File: config.mk
export PLATFORM = sky130hd
export DESIGN_NAME = adc_serial_config_port
export DESIGN_NICKNAME = d
export VERILOG_FILES = /design/src/rtl/adc_serial_config_port.v /design/src/rtl/pin_sync.v
export VERILOG_INCLUDE_DIRS = /design/src /design/src/rtl
export SDC_FILE = /design/constraint.sdc
export NUM_CORES = 1
export LEC_CHECK = 0
export BUFFER_PORTS_ARGS = -buffer_cell sky130_fd_sc_hd__buf_2
export CORE_UTILIZATION = 41
export DETAILED_ROUTE_END_ITERATION = 12
export PLACE_DENSITY = 0.56
export SETUP_SLACK_MARGIN = 0.15
export SLEW_MARGIN = 0
export SYNTH_ARGS = -nofsm -noshare
export SYNTH_HDL_FRONTEND = slang
export SYNTH_HIERARCHICAL = 1
export SYNTH_SLANG_ARGS = --single-unit
File: constraint.sdc
create_clock -name clk -period 7.4 [get_ports clk]
set_clock_uncertainty 0.15 [all_clocks]
set_input_delay 0.37 -clock clk [delete_from_list [all_inputs] [get_ports clk]]
set_output_delay 0.37 -clock clk [all_outputs]
set_load 0.03 [all_outputs]
File: src/rtl/adc_cfg_consts.vh
// constants of the serial configuration port and its register bank
`ifndef ADC_CFG_CONSTS_VH
`define ADC_CFG_CONSTS_VH

// ****************************************
// register offsets
// ****************************************
`define ADDR_CTRL 8'h00
`define ADDR_SWING 8'h01
`define ADDR_PERF_A 8'h03
`define ADDR_GAIN 8'h25
`define ADDR_DRV 8'h26
`define ADDR_FMT 8'h3d
`define ADDR_PAT_HI 8'h3f
`define ADDR_PAT_LO 8'h40
`define ADDR_IFC 8'h41
`define ADDR_LAT 8'h42
`define ADDR_PWR 8'h43
`define ADDR_PERF_B 8'h4a
`define ADDR_PED 8'hbf
`define ADDR_OFS 8'hcf
`define ADDR_SLOW 8'hdf

// ****************************************
// storage slots and writable bit masks
// ****************************************
`define NUM_SLOTS 15
`define SLOT_CTRL 4'h0
`define SLOT_SWING 4'h1
`define SLOT_PERF_A 4'h2
`define SLOT_GAIN 4'h3
`define SLOT_DRV 4'h4
`define SLOT_FMT 4'h5
`define SLOT_PAT_HI 4'h6
`define SLOT_PAT_LO 4'h7
`define SLOT_IFC 4'h8
`define SLOT_LAT 4'h9
`define SLOT_PWR 4'ha
`define SLOT_PERF_B 4'hb
`define SLOT_PED 4'hc
`define SLOT_OFS 4'hd
`define SLOT_SLOW 4'he
`define SLOT_NONE 4'hf
`define MASK_CTRL 8'h01
`define MASK_SWING 8'hfc
`define MASK_PERF_A 8'h03
`define MASK_GAIN 8'hff
`define MASK_DRV 8'h03
`define MASK_FMT 8'he0
`define MASK_PAT_HI 8'hff
`define MASK_PAT_LO 8'hf0
`define MASK_IFC 8'hff
`define MASK_LAT 8'hcc
`define MASK_PWR 8'h53
`define MASK_PERF_B 8'h01
`define MASK_PED 8'hf0
`define MASK_OFS 8'hbc
`define MASK_SLOW 8'h30
`define REG_DEFAULT 8'h00

// ****************************************
// field positions and codes
// ****************************************
`define CTRL_SWRST_BIT 1
`define CTRL_READOUT_BIT 0
`define GAIN_HI 7
`define GAIN_LO 4
`define GAIN_DIS_BIT 3
`define PAT_HI 2
`define PAT_LO 0
`define GAIN_MAX 4'hc
`define PAT_NORMAL 3'h0
`define PAT_CUSTOM 3'h5
`define DRV_CLK_BIT 1
`define DRV_DATA_BIT 0
`define SWING_HI 7
`define SWING_LO 2
`define SWING_DEFAULT 6'h00
`define SWEN_HI 1
`define SWEN_LO 0
`define SWEN_ON 2'h3
`define FMT_HI 7
`define FMT_LO 6
`define OFS_EN_BIT 5
`define NIB_HI 7
`define NIB_LO 4
`define LAT_FALL_HI 7
`define LAT_FALL_LO 6
`define LAT_EXT_BIT 3
`define LAT_STBY_BIT 2
`define PWR_GLOBAL_BIT 6
`define PWR_OBUF_BIT 4
`define PERF_A_HI 1
`define PERF_A_LO 0
`define PERF_B_BIT 0
`define OFS_FREEZE_BIT 7
`define OFS_TC_HI 5
`define OFS_TC_LO 2
`define SLOW_HI 5
`define SLOW_LO 4
`define SLOW_ON 2'h3

// ****************************************
// serial word framing
// ****************************************
`define ADDR_LAST_BIT 4'h7
`define WORD_LAST_BIT 4'hf
`define SYNC_RESET 4'h4

`endif

File: src/rtl/adc_serial_config_port.v
// serial configuration port and register bank of the converter
`timescale 1ns/1ps
`include "adc_cfg_consts.vh"
module adc_serial_config_port (
  // clock and reset
  input wire clk,
  input wire nrst,
  // serial link pins
  input wire serial_select_n,
  input wire shift_clk,
  input wire serial_in_line,
  input wire reset_pin,
  // over-range from the datapath and the shared pin
  input wire overrange_flag,
  output reg overrange_or_readback_out,
  // readback state
  output reg readout_active,
  // gain and test pattern
  output reg [3:0] gain_code,
  output reg gain_bypass,
  output reg [2:0] test_pattern_sel,
  output reg [11:0] user_pattern,
  // output driver settings
  output reg [5:0] swing_level,
  output reg swing_override,
  output reg clock_driver_termination,
  output reg data_driver_termination,
  output reg [7:0] interface_clock_edge_ctrl,
  output reg [1:0] clock_fall_position,
  // mode settings
  output reg latency_extend,
  output reg [1:0] data_format,
  output reg offset_corr_en,
  output reg offset_freeze,
  output reg [3:0] offset_time_const,
  output reg [3:0] offset_pedestal,
  output reg [1:0] performance_tune_a_field,
  output reg performance_tune_b_field,
  output reg standby,
  output reg global_power_down,
  output reg output_buffer_power_down,
  output reg low_speed_mode
);

  // ****************************************
  // address decode helpers
  // ****************************************
  function [3:0] slot_of;
    input [7:0] addr;
    begin
      case (addr)
        `ADDR_CTRL: slot_of = `SLOT_CTRL;
        `ADDR_SWING: slot_of = `SLOT_SWING;
        `ADDR_PERF_A: slot_of = `SLOT_PERF_A;
        `ADDR_GAIN: slot_of = `SLOT_GAIN;
        `ADDR_DRV: slot_of = `SLOT_DRV;
        `ADDR_FMT: slot_of = `SLOT_FMT;
        `ADDR_PAT_HI: slot_of = `SLOT_PAT_HI;
        `ADDR_PAT_LO: slot_of = `SLOT_PAT_LO;
        `ADDR_IFC: slot_of = `SLOT_IFC;
        `ADDR_LAT: slot_of = `SLOT_LAT;
        `ADDR_PWR: slot_of = `SLOT_PWR;
        `ADDR_PERF_B: slot_of = `SLOT_PERF_B;
        `ADDR_PED: slot_of = `SLOT_PED;
        `ADDR_OFS: slot_of = `SLOT_OFS;
        `ADDR_SLOW: slot_of = `SLOT_SLOW;
        default: slot_of = `SLOT_NONE;
      endcase
    end
  endfunction

  // reserved bits never store, so they read back as zero
  function [7:0] mask_of;
    input [3:0] slot;
    begin
      case (slot)
        `SLOT_CTRL: mask_of = `MASK_CTRL;
        `SLOT_SWING: mask_of = `MASK_SWING;
        `SLOT_PERF_A: mask_of = `MASK_PERF_A;
        `SLOT_GAIN: mask_of = `MASK_GAIN;
        `SLOT_DRV: mask_of = `MASK_DRV;
        `SLOT_FMT: mask_of = `MASK_FMT;
        `SLOT_PAT_HI: mask_of = `MASK_PAT_HI;
        `SLOT_PAT_LO: mask_of = `MASK_PAT_LO;
        `SLOT_IFC: mask_of = `MASK_IFC;
        `SLOT_LAT: mask_of = `MASK_LAT;
        `SLOT_PWR: mask_of = `MASK_PWR;
        `SLOT_PERF_B: mask_of = `MASK_PERF_B;
        `SLOT_PED: mask_of = `MASK_PED;
        `SLOT_OFS: mask_of = `MASK_OFS;
        `SLOT_SLOW: mask_of = `MASK_SLOW;
        default: mask_of = 8'h00;
      endcase
    end
  endfunction

  // ****************************************
  // pin synchronisers
  // ****************************************
  wire [3:0] sync_bus;
  wire rst_pin_s;
  wire select_n_s;
  wire shift_clk_s;
  wire data_s;

  pin_sync #(
    .WIDTH(4),
    .RST_VAL(`SYNC_RESET)
  ) u_pin_sync (
    .clk(clk),
    .nrst(nrst),
    .din({reset_pin, serial_select_n, shift_clk, serial_in_line}),
    .dout(sync_bus)
  );

  assign rst_pin_s = sync_bus[3];
  assign select_n_s = sync_bus[2];
  assign shift_clk_s = sync_bus[1];
  assign data_s = sync_bus[0];

  // ****************************************
  // shift clock edge detection
  // ****************************************
  // only the falling transition counts, so duty cycle does not matter while each phase outlasts one clk period
  reg shift_clk_prev_reg;
  wire shift_fall;

  always @(posedge clk or negedge nrst) begin
    if (!nrst) begin
      shift_clk_prev_reg <= 1'b0;
    end else begin
      shift_clk_prev_reg <= shift_clk_s;
    end
  end

  assign shift_fall = shift_clk_prev_reg & ~shift_clk_s & ~select_n_s;

  // ****************************************
  // word assembly
  // ****************************************
  reg [3:0] bit_cnt_reg;
  reg [14:0] shift_in_reg;
  reg [7:0] bank [0:`NUM_SLOTS-1];
  wire [15:0] word;
  wire [7:0] addr_now;
  wire commit;
  wire [3:0] wslot;
  wire [3:0] rslot;
  wire readout;
  wire soft_rst;
  wire write_ok;

  assign word = {shift_in_reg, data_s};
  assign addr_now = {shift_in_reg[6:0], data_s};
  assign commit = shift_fall && (bit_cnt_reg == `WORD_LAST_BIT);
  assign wslot = slot_of(word[15:8]);
  assign rslot = slot_of(addr_now);
  assign readout = bank[`SLOT_CTRL][`CTRL_READOUT_BIT];
  assign soft_rst = commit && (wslot == `SLOT_CTRL) && word[`CTRL_SWRST_BIT];
  assign write_ok = commit && (wslot != `SLOT_NONE) && (!readout || wslot == `SLOT_CTRL);

  // the counter wraps after sixteen, so each word of a burst stands alone
  always @(posedge clk or negedge nrst) begin
    if (!nrst) begin
      bit_cnt_reg <= 4'h0;
    end else if (rst_pin_s || select_n_s) begin
      bit_cnt_reg <= 4'h0;
    end else if (shift_fall) begin
      bit_cnt_reg <= bit_cnt_reg + 4'h1;
    end
  end

  // clearing on select high keeps a cut word from leaking into the next frame
  always @(posedge clk or negedge nrst) begin
    if (!nrst) begin
      shift_in_reg <= 15'h0000;
    end else if (rst_pin_s || select_n_s) begin
      shift_in_reg <= 15'h0000;
    end else if (shift_fall) begin
      shift_in_reg <= word[14:0];
    end
  end

  // ****************************************
  // register bank
  // ****************************************
  integer i;

  always @(posedge clk or negedge nrst) begin
    if (!nrst) begin
      for (i = 0; i < `NUM_SLOTS; i = i + 1) begin
        bank[i] <= `REG_DEFAULT;
      end
    end else if (rst_pin_s || soft_rst) begin
      // the reset bit itself is never stored, so it reads back cleared
      for (i = 0; i < `NUM_SLOTS; i = i + 1) begin
        bank[i] <= `REG_DEFAULT;
      end
    end else if (write_ok) begin
      bank[wslot] <= word[7:0] & mask_of(wslot);
    end
  end

  // ****************************************
  // readback shifter
  // ****************************************
  // loaded after the eighth address bit; falls nine to sixteen see d7..d0
  reg [7:0] rd_shift_reg;
  wire [7:0] rd_value;

  assign rd_value = (rslot == `SLOT_NONE || rslot == `SLOT_CTRL) ? 8'h00 : bank[rslot];

  always @(posedge clk or negedge nrst) begin
    if (!nrst) begin
      rd_shift_reg <= 8'h00;
    end else if (rst_pin_s || select_n_s || !readout) begin
      rd_shift_reg <= 8'h00;
    end else if (shift_fall && bit_cnt_reg == `ADDR_LAST_BIT) begin
      rd_shift_reg <= rd_value;
    end else if (shift_fall) begin
      rd_shift_reg <= {rd_shift_reg[6:0], 1'b0};
    end
  end

  // ****************************************
  // shared pin
  // ****************************************
  // the pin leaves a register, so it never glitches while its source switches
  always @(posedge clk or negedge nrst) begin
    if (!nrst) begin
      overrange_or_readback_out <= 1'b0;
    end else if (readout) begin
      overrange_or_readback_out <= rd_shift_reg[7];
    end else begin
      overrange_or_readback_out <= overrange_flag;
    end
  end

  // tells the system which source currently drives the shared pin
  always @(posedge clk or negedge nrst) begin
    if (!nrst) begin
      readout_active <= 1'b0;
    end else begin
      readout_active <= readout;
    end
  end

  // ****************************************
  // decoded settings
  // ****************************************
  // codes above twelve are undefined; they saturate rather than wrap
  wire lat_ext;
  wire gain_off;
  wire [3:0] gain_raw;
  wire [2:0] pat_raw;
  wire swing_on;

  assign lat_ext = bank[`SLOT_LAT][`LAT_EXT_BIT];
  assign gain_off = bank[`SLOT_GAIN][`GAIN_DIS_BIT] | ~lat_ext;
  assign gain_raw = bank[`SLOT_GAIN][`GAIN_HI:`GAIN_LO];
  assign pat_raw = bank[`SLOT_GAIN][`PAT_HI:`PAT_LO];
  assign swing_on = bank[`SLOT_PWR][`SWEN_HI:`SWEN_LO] == `SWEN_ON;

  // gain and pattern stay off in low-latency mode, whatever the bank holds
  always @(posedge clk or negedge nrst) begin
    if (!nrst) begin
      gain_code <= 4'h0;
      gain_bypass <= 1'b1;
      test_pattern_sel <= `PAT_NORMAL;
      user_pattern <= 12'h000;
    end else begin
      if (gain_off) begin
        gain_code <= 4'h0;
      end else if (gain_raw > `GAIN_MAX) begin
        gain_code <= `GAIN_MAX;
      end else begin
        gain_code <= gain_raw;
      end
      gain_bypass <= gain_off;
      if (!lat_ext || pat_raw > `PAT_CUSTOM) begin
        test_pattern_sel <= `PAT_NORMAL;
      end else begin
        test_pattern_sel <= pat_raw;
      end
      user_pattern <= {bank[`SLOT_PAT_HI], bank[`SLOT_PAT_LO][`NIB_HI:`NIB_LO]};
    end
  end

  // ****************************************
  // output driver settings
  // ****************************************
  // swing falls back to the default level unless both override bits are set
  always @(posedge clk or negedge nrst) begin
    if (!nrst) begin
      swing_level <= `SWING_DEFAULT;
      swing_override <= 1'b0;
      clock_driver_termination <= 1'b0;
      data_driver_termination <= 1'b0;
      interface_clock_edge_ctrl <= 8'h00;
      clock_fall_position <= 2'h0;
    end else begin
      swing_level <= swing_on ? bank[`SLOT_SWING][`SWING_HI:`SWING_LO] : `SWING_DEFAULT;
      swing_override <= swing_on;
      clock_driver_termination <= bank[`SLOT_DRV][`DRV_CLK_BIT];
      data_driver_termination <= bank[`SLOT_DRV][`DRV_DATA_BIT];
      interface_clock_edge_ctrl <= bank[`SLOT_IFC];
      clock_fall_position <= bank[`SLOT_LAT][`LAT_FALL_HI:`LAT_FALL_LO];
    end
  end

  // ****************************************
  // mode settings
  // ****************************************
  // copies of the bank, except offset_corr_en (gated by lat_ext) and low_speed_mode (both SLOW bits set); the datapath that uses them lies outside this block
  always @(posedge clk or negedge nrst) begin
    if (!nrst) begin
      latency_extend <= 1'b0;
      data_format <= 2'h0;
      offset_corr_en <= 1'b0;
      offset_freeze <= 1'b0;
      offset_time_const <= 4'h0;
      offset_pedestal <= 4'h0;
      performance_tune_a_field <= 2'h0;
      performance_tune_b_field <= 1'b0;
      standby <= 1'b0;
      global_power_down <= 1'b0;
      output_buffer_power_down <= 1'b0;
      low_speed_mode <= 1'b0;
    end else begin
      latency_extend <= lat_ext;
      data_format <= bank[`SLOT_FMT][`FMT_HI:`FMT_LO];
      offset_corr_en <= bank[`SLOT_FMT][`OFS_EN_BIT] & lat_ext;
      offset_freeze <= bank[`SLOT_OFS][`OFS_FREEZE_BIT];
      offset_time_const <= bank[`SLOT_OFS][`OFS_TC_HI:`OFS_TC_LO];
      offset_pedestal <= bank[`SLOT_PED][`NIB_HI:`NIB_LO];
      performance_tune_a_field <= bank[`SLOT_PERF_A][`PERF_A_HI:`PERF_A_LO];
      performance_tune_b_field <= bank[`SLOT_PERF_B][`PERF_B_BIT];
      standby <= bank[`SLOT_LAT][`LAT_STBY_BIT];
      global_power_down <= bank[`SLOT_PWR][`PWR_GLOBAL_BIT];
      output_buffer_power_down <= bank[`SLOT_PWR][`PWR_OBUF_BIT];
      low_speed_mode <= bank[`SLOT_SLOW][`SLOW_HI:`SLOW_LO] == `SLOW_ON;
    end
  end

endmodule // adc_serial_config_port

File: src/rtl/pin_sync.v
// two-stage synchroniser for pins from outside the clock domain
`timescale 1ns/1ps
module pin_sync #(
  parameter WIDTH = 4,
  parameter [WIDTH-1:0] RST_VAL = {WIDTH{1'b0}}
) (
  // clock and reset
  input wire clk,
  input wire nrst,
  // asynchronous pins
  input wire [WIDTH-1:0] din,
  // synchronised levels
  output wire [WIDTH-1:0] dout
);

  reg [WIDTH-1:0] meta_reg;
  reg [WIDTH-1:0] sync_reg;

  // first stage feeds only the second stage
  always @(posedge clk or negedge nrst) begin
    if (!nrst) begin
      meta_reg <= RST_VAL;
      sync_reg <= RST_VAL;
    end else begin
      meta_reg <= din;
      sync_reg <= meta_reg;
    end
  end

  assign dout = sync_reg;

endmodule // pin_sync

==> Yosys cells after proc, flatten, opt, wreduce, memory -nomap -nowiden <==
Memory sizes are Yosys's and may differ from the RTL's.
Cells that the tools add are included.
{ "totals": {"regBits": 217, "latch_bits": 0, "ram_bits": 0, "rom_bits": 128, "in_bits": 7, "output_inout_bits": 61, "elab_cells": 143, "memories": 1} }
{ "mem_list": {"columns": ["name", "words", "width", "rd", "rd_ports_with_merged_regs", "write_ports", "line", "rtl"], "rows": [
  ["(no name shown)", 16, 8, 1, 0, 0, "adc_serial_config_port.v:76", "case (slot)"]
]} }
{ "classes": {"n_addsub": 1, "n_mul": 0, "div": 0, "n_lt_le_gt_ge": 5, "eq_ne": 34, "shift": 0, "n_mux": 25, "bitwise_logic": 10, "reduce_logical": 22} }
{ "ops": {"columns": ["cell", "n"], "rows": [
  ["120-bit two-way mux", 2],
  ["120-bit bitwise mux", 1],
  ["4-bit one-hot mux with 15 select lines", 2],
  ["8-bit by 7-bit == test with 1-bit output, second input constant", 10],
  ["8-bit two-way mux", 9],
  ["8-bit by 6-bit == test with 1-bit output, second input constant", 8],
  ["8-bit == test, second input constant", 6],
  ["8-bit binary-select mux with 4-bit select", 1],
  ["8-bit demux with 4-bit select", 1],
  ["15-bit two-way mux", 2],
  ["8-bit by 1-bit == test with 1-bit output, second input constant", 2],
  ["8-bit by 2-bit == test with 1-bit output, second input constant", 2],
  ["8-bit logical NOT", 2],
  ["4-bit two-way mux", 4],
  ["5-bit greater-or-equal comparator, second input constant", 2],
  ["4-bit NOT with 5-bit output", 2],
  ["8-bit bitwise AND", 1],
  ["4-bit == test, second input constant", 2],
  ["4-bit logical NOT", 2],
  ["1-bit logical AND", 7],
  ["1-bit logical OR", 6],
  ["6-bit two-way mux", 1],
  ["5-bit by 1-bit < comparator with 1-bit output, second input constant", 1],
  ["4-bit by 1-bit adder with 4-bit output, second input constant", 1],
  ["13 further kinds", 20]
]} }

==> Longest topological paths before layout <==
{ "depth": {"ltp_word": 12, "ltp_mapped": 11, "mapped_depth_nobuf": 8} }

==> Hierarchy <==
The synthesis kept the hierarchy.
{ "modules_own_cells": {"columns": ["module", "n_inst", "cells_each", "area_per_inst_um2", "seq_area_each_um2"], "rows": [
  ["adc_serial_config_port", 1, 844, 9123.8, 5231.3],
  ["pin_sync", 1, 8, 202.7, 202.7]
]} }

==> Worst setup path after synthesis <==
Ideal clock, no wire load.
{ "synth_timing": {"kind": "register to register", "start": "register shift_in_reg[10]", "end": "register bank[64] in the netlist's numbering", "setup_ns": 0.121, "arrival_ns": 2.664, "required_time_ns": 7.129, "setup_slack_ns": 4.465, "path_stages_with_launch": 11, "path_buffers": 2, "synth_period_minus_slack_ns": 2.935, "path_cell_list": "dfrtp_1 > buf_6 > or4_4 > or2_0 > or4_4 > nand2_2 > and3_1 > buf_2 > and4_1 > nor2_2 > a22o_1"} }
{ "synth_via": {"elab_chain_len": 10, "word_cells_on_any_way": 38, "classes_between": "order compare: 2; eq/ne: 15; mux: 8; bitwise: 2; reduce/logical: 10; memory: 1"} }
{ "synth_lines": {"columns": ["item", "line", "rtl"], "rows": [
  ["from (decl)", "adc_serial_config_port.v:142", "reg [14:0] shift_in_reg;"],
  ["from (signal assigned)", "adc_serial_config_port.v:180", "shift_in_reg <= word[14:0];"],
  ["8-bit == test (tied with other cells)", "adc_serial_config_port.v:51", "case (addr)"],
  ["4-bit one-hot mux with 15 select lines *", "adc_serial_config_port.v:51", null],
  ["4-bit NOT with 5-bit output (implied by the code)", "adc_serial_config_port.v:200", "bank[wslot] <= word[7:0] & mask_of(wslot);"],
  ["5-bit greater-or-equal comparator (implied by the code) or 5-bit by 1-bit < comparator with 1-bit output (tied branches)", "adc_serial_config_port.v:200", null],
  ["1-bit logical AND (implied by the code)", "adc_serial_config_port.v:200", null],
  ["8-bit two-way mux (implied by the code)", "adc_serial_config_port.v:200", null],
  ["8-bit demux with 4-bit select", "adc_serial_config_port.v:200", null],
  ["120-bit bitwise mux", "adc_serial_config_port.v:200", null],
  ["120-bit two-way mux", "adc_serial_config_port.v:199", "end else if (write_ok) begin"],
  ["120-bit two-way mux", "adc_serial_config_port.v:194", "end else if (rst_pin_s || soft_rst) begin"],
  ["to (signal, indexed assignment)", "adc_serial_config_port.v:192", "bank[i] <= `REG_DEFAULT;"],
  ["to (signal, indexed assignment)", "adc_serial_config_port.v:197", "bank[i] <= `REG_DEFAULT;"],
  ["to (signal, indexed assignment)", "adc_serial_config_port.v:200", null],
  ["to (decl)", "adc_serial_config_port.v:143", "reg [7:0] bank [0:`NUM_SLOTS-1];"]
]} }
Every way passes the cells marked *; elsewhere a longest branch is shown, timed or not. The select of a mux whose other input is x is not followed.
A chain may end at the register's enable or synchronous reset.

==> Worst setup path in the final report <==
{ "layout_timing": {"start": "register shift_in_reg[5]", "end": "register rd_shift_reg[0]"} }
{ "layout_via": {"elab_chain_len": 9, "word_cells_on_any_way": 26, "classes_between": "eq/ne: 15; mux: 7; bitwise: 1; reduce/logical: 3"} }
{ "layout_lines": {"columns": ["item", "line", "rtl"], "rows": [
  ["8-bit == test (tied with other cells)", "adc_serial_config_port.v:51", null],
  ["4-bit one-hot mux with 15 select lines *", "adc_serial_config_port.v:51", null],
  ["4-bit NOT with 5-bit output (implied by the code)", "adc_serial_config_port.v:211", "assign rd_value = (rslot == `SLOT_NONE || rslot == `SLOT_CTRL) ? 8'h00 : bank[rslot];"],
  ["8-bit binary-select mux with 4-bit select", "adc_serial_config_port.v:211", null],
  ["8-bit two-way mux (implied by the code) (2 in a row)", "adc_serial_config_port.v:211", null],
  ["8-bit two-way mux *", "adc_serial_config_port.v:211", null],
  ["8-bit two-way mux *", "adc_serial_config_port.v:218", "end else if (shift_fall && bit_cnt_reg == `ADDR_LAST_BIT) begin"],
  ["8-bit two-way mux *", "adc_serial_config_port.v:216", "end else if (rst_pin_s || select_n_s || !readout) begin"],
  ["to (signal assigned)", "adc_serial_config_port.v:219", "rd_shift_reg <= rd_value;"],
  ["to (signal assigned)", "adc_serial_config_port.v:221", "rd_shift_reg <= {rd_shift_reg[6:0], 1'b0};"],
  ["to (decl)", "adc_serial_config_port.v:208", "reg [7:0] rd_shift_reg;"]
]} }
Marks and branches as above.

==> impl_table.tex <==
\begin{tabular}{lr}
\hline
Metric & Value \\
\hline
\multicolumn{2}{l}{\textbf{Run status}} \\
Run status & complete, but fails checks \\
Failing checks & design-rule violations \\
\multicolumn{2}{l}{\textbf{Floorplan}} \\
Core area & 22090 µm² \\
Die H & 152.8 µm \\
Ports placed on the boundary & 68 \\
Area of the die & 23350 µm² \\
Initial cell density of the core & 42.21\% \\
Die width & 152.8 µm \\
Row count & 54 \\
\multicolumn{2}{l}{\textbf{CTS}} \\
Clock tree from TritonCTS & yes \\
Buffer cell driving the clock tree root & clkbuf\_16 \\
Maximum clock insertion buffer count & 3 \\
Setup fix buffers added after clock tree synthesis & 0 \\
Inserted Clock Buffers & 24 \\
Gates resized, CTS repair & 0 \\
CTS hold repair buffers & 6 \\
Skew-Pair Late Insertion Delay & 0.52 ns \\
Maximum level of the CTS H-tree & 1 \\
Clock-pin slew on the worst setup and hold paths & 0.06 ns \\
CTS sink cnt & 217 \\
\multicolumn{2}{l}{\textbf{Worst setup path}} \\
Reg-to-reg startpoint & shift\_in\_reg[5] \\
Logic depth of the worst register-to-register path & 8 \\
Largest fanout of any net on the critical path & 21 \\
Worst setup path category & register to register \\
Maximum single-stage delay on the critical path & 0.89 ns \\
Flop2flop setup slack & 3.18 ns \\
Required time of the critical path & 7.68 ns \\
Top cell by count, worst path & o21ai\_0 \\
Worst Setup Start Kind & register \\
Arrival time at the worst endpoint & 4.50 ns \\
Cell Chain, Critical Path & or3b\_2 > a211oi\_1 > nand3b\_1 > nor2\_1 > o21ai\_0 > o21ai\_0 > o2111ai\_1 > o21ai\_0 \\
Category of the worst setup path capture point & register \\
Reg2reg end & rd\_shift\_reg[0] \\
CP max-delay cell & nor2\_1 \\
Worst setup path startpoint & shift\_in\_reg[5] \\
\multicolumn{2}{l}{\textbf{Power and ir drop}} \\
Leakage & 5.323 nW \\
Worst IR drop on VDD & 147.1 µV \\
Cell Pwr Density & 229.3 nW/µm² \\
Total Power & 2.458 mW \\
\multicolumn{2}{l}{\textbf{GRT}} \\
Pin count of the biggest net entering global routing & 90 \\
First-pass GRT wire length & 41.44 mm \\
Total overflow reported by the global router & 0 \\
Number of antenna violations at the first check in global routing & 0 \\
Via count of the first global-routing pass & 6660 \\
Total routing resource utilization after global routing & 23.19\% \\
\multicolumn{2}{l}{\textbf{Synth}} \\
Multiplexer share of the synthesized area & 6.976\% \\
Leading register cell type out of synthesis & dfrtp\_1 \\
Number of register bits inferred by synthesis & 217 \\
Average footprint of a synthesized cell & 10.95 µm² \\
Combinational family with the most area after synthesis & simple AND/OR/NAND/NOR gates \\
Post-synthesis cell area & 9326 µm² \\
Distinct cell type count after synthesis & 67 \\
Number of synthesized flops with an enable pin & 0 \\
Share of the synthesized netlist area taken by xor and xnor gates & 0.4695\% \\
Synthesized netlist net count & 860 \\
Post-synthesis simple-gate area fraction & 19.47\% \\
Warnings, synthesis & 6 \\
Compound-cell area share of the yosys netlist & 11.97\% \\
Adder and majority gate portion of the synthesized area & 0.1342\% \\
Fraction of registers with async set or reset after synthesis & 100.0\% \\
Share of the yosys chip area belonging to registers & 58.26\% \\
Post-synthesis cell count & 852 \\
\multicolumn{2}{l}{\textbf{Placed design}} \\
DP HPWL & 18.01 mm \\
Number of instances in the placed design & 1153 \\
Cell Area, Placed & 9868 µm² \\
Worst setup timing slack at the placement stage & 3.295 ns \\
Port Buffer Count & 67 \\
Placer Congestion & 0.9097 \\
\multicolumn{2}{l}{\textbf{STA}} \\
WHS & 0.1955 ns \\
Number of failing setup endpoints in the final timing report & 0 \\
Transition time of the tightest slew-check pin & 1.312 ns \\
Unrepaired setup endpoints after global routing & no \\
FMAX & 0.2369 GHz \\
Slew Viols, Final & 0 \\
Sum of negative setup slack & 0 ns \\
Total count of hold-check failures in the final report & 0 \\
Clock period minus worst slack & 4.222 ns \\
Tightest slew margin relative to the limit & 11.64\% \\
Setup ws final & 3.178 ns \\
Fraction of the cycle the final worst path needs & 57.05\% \\
\multicolumn{2}{l}{\textbf{Drt}} \\
Violation count after the first detailed-route iteration & 572 \\
Count of nets left with antenna violations after detail routing & 0 \\
Sum of routed wire length over all layers & 26.42 mm \\
Detailed Routing Iterations Pass 1 & 12 \\
Post-DR wirelength/cell & 21.98 µm \\
DR vias/cell & 5.672 \\
Via Count & 6818 \\
Post-route DRC violation count & 3 \\
\multicolumn{2}{l}{\textbf{Worst hold path}} \\
Worst min-delay path category & register to register \\
Worst Hold Path EP & u\_pin\_sync/dout[3] \\
Critical hold path startpoint & u\_pin\_sync/meta\_reg[3] \\
Worst hold path cell count & 0 \\
\multicolumn{2}{l}{\textbf{Cells and area}} \\
Post-route cell area & 10720 µm² \\
Total area of sequential cells & 5434 µm² \\
Utilization after layout & 48.52\% \\
Net count reported at finish & 913 \\
Area growth from synthesis to layout & 14.93\% \\
Ratio of cells with drive above 1 in the final layout & 15.40\% \\
Number of fill cells & 2012 \\
Flip-flop count of the largest register, all copies and words added & 120 \\
Ant. Diodes & 0 \\
Number of standard cells in the final layout excluding fillers & 1202 \\
Area of combinational cells with multiple inputs & 3660 µm² \\
\multicolumn{2}{l}{\textbf{Flow run}} \\
Count of max-cap constraint violations & 0 \\
\hline
\end{tabular}
critical path, delay by kind of cell, from the launching register on:
kind / cells / cell delay, ns
AO/OA/AOI/OAI: 5 / 1.74
flip-flops: 1 / 0.86
AND/OR/NAND/NOR: 3 / 1.38
cells in the final DEF, fill, tap and decap left out, drive strengths merged, types with 24 or more instances in the layout:
cell | Yosys | final
mux2i | 56 | 56
nand3 | 24 | 24
buf | 20 | 75
and3 | 35 | 35
o21ai | 36 | 36
nand2 | 94 | 94
and2 | 45 | 45
clkbuf | 34 | 34
dfrtp | 214 | 214
a21oi | 48 | 48
nor2 | 57 | 57
kinds of logic (layout without fill, tap and decap cells):
logic type,count (synthesis),count (layout)
AND/OR/NAND/NOR,338,338
flip-flops,217,217
AO/OA/AOI/OAI,168,168
multiplexers,64,64
buffers and inverters,59,129
XOR/XNOR,5,5
adder cells (fa/ha/maj),1,1
Yosys cell counts, types with 6 or more instances:
cell type  instances  area share [%]
nor2_1            56             2.3
a22oi_1           15             1.2
nand2b_1           7            0.47
mux2i_1           56             6.0
a211o_1            6            0.56
nand2_1           93             3.7
dfrtp_1          214              57
and2_1            45             3.0
a21oi_1           48             2.6
nand3_1           22             1.2
a22o_1             6            0.56
nor2b_1           10            0.67
mux2_2             8            0.97
nand4_1            8            0.54
nor3_1            15            0.80
a221oi_1          11             1.0
a31oi_1            6            0.40
o21ai_1            6            0.32
o21ai_0           30             1.6
clkbuf_1          34             1.4
and3_1            35             2.3
buf_2             14            0.75
worst max path at each step:
stage | end | slack, ns
after floorplan | bank[64] | 4.46
after global placement | rd_shift_reg[7] | 3.39
after detailed placement | rd_shift_reg[0] | 3.30
after CTS | rd_shift_reg[0] | 3.29
after global routing | rd_shift_reg[0] | 2.89
final | rd_shift_reg[0] | 3.18
where the power goes:
part | switching [mW] | internal, mW
Clock | 0.475 | 0.717
Sequential | 0.00370 | 1.19
Combinational | 0.0571 | 0.0145
layout make-up:
cell class / instances / share of cell area, %
clock inverters: 9 / 0.9455
flip-flops and latches: 217 / 50.69
clock buffers: 34 / 6.432
repair buffers: 81 / 4.342
multi-input cells: 576 / 34.14
well taps: 280 / 3.268
inverters: 5 / 0.1751
routing by layer:
metal,vias to the layer above,GRT usage [%],part of all wire [%]
met5,-,0,0
met4,0,9.091,3.9
met3,49,3.601,5.3
met2,255,34.32,44
met1,3368,34.20,47
li1,3146,-,-
No activity file was read; power rests on OpenSTA's default activity.
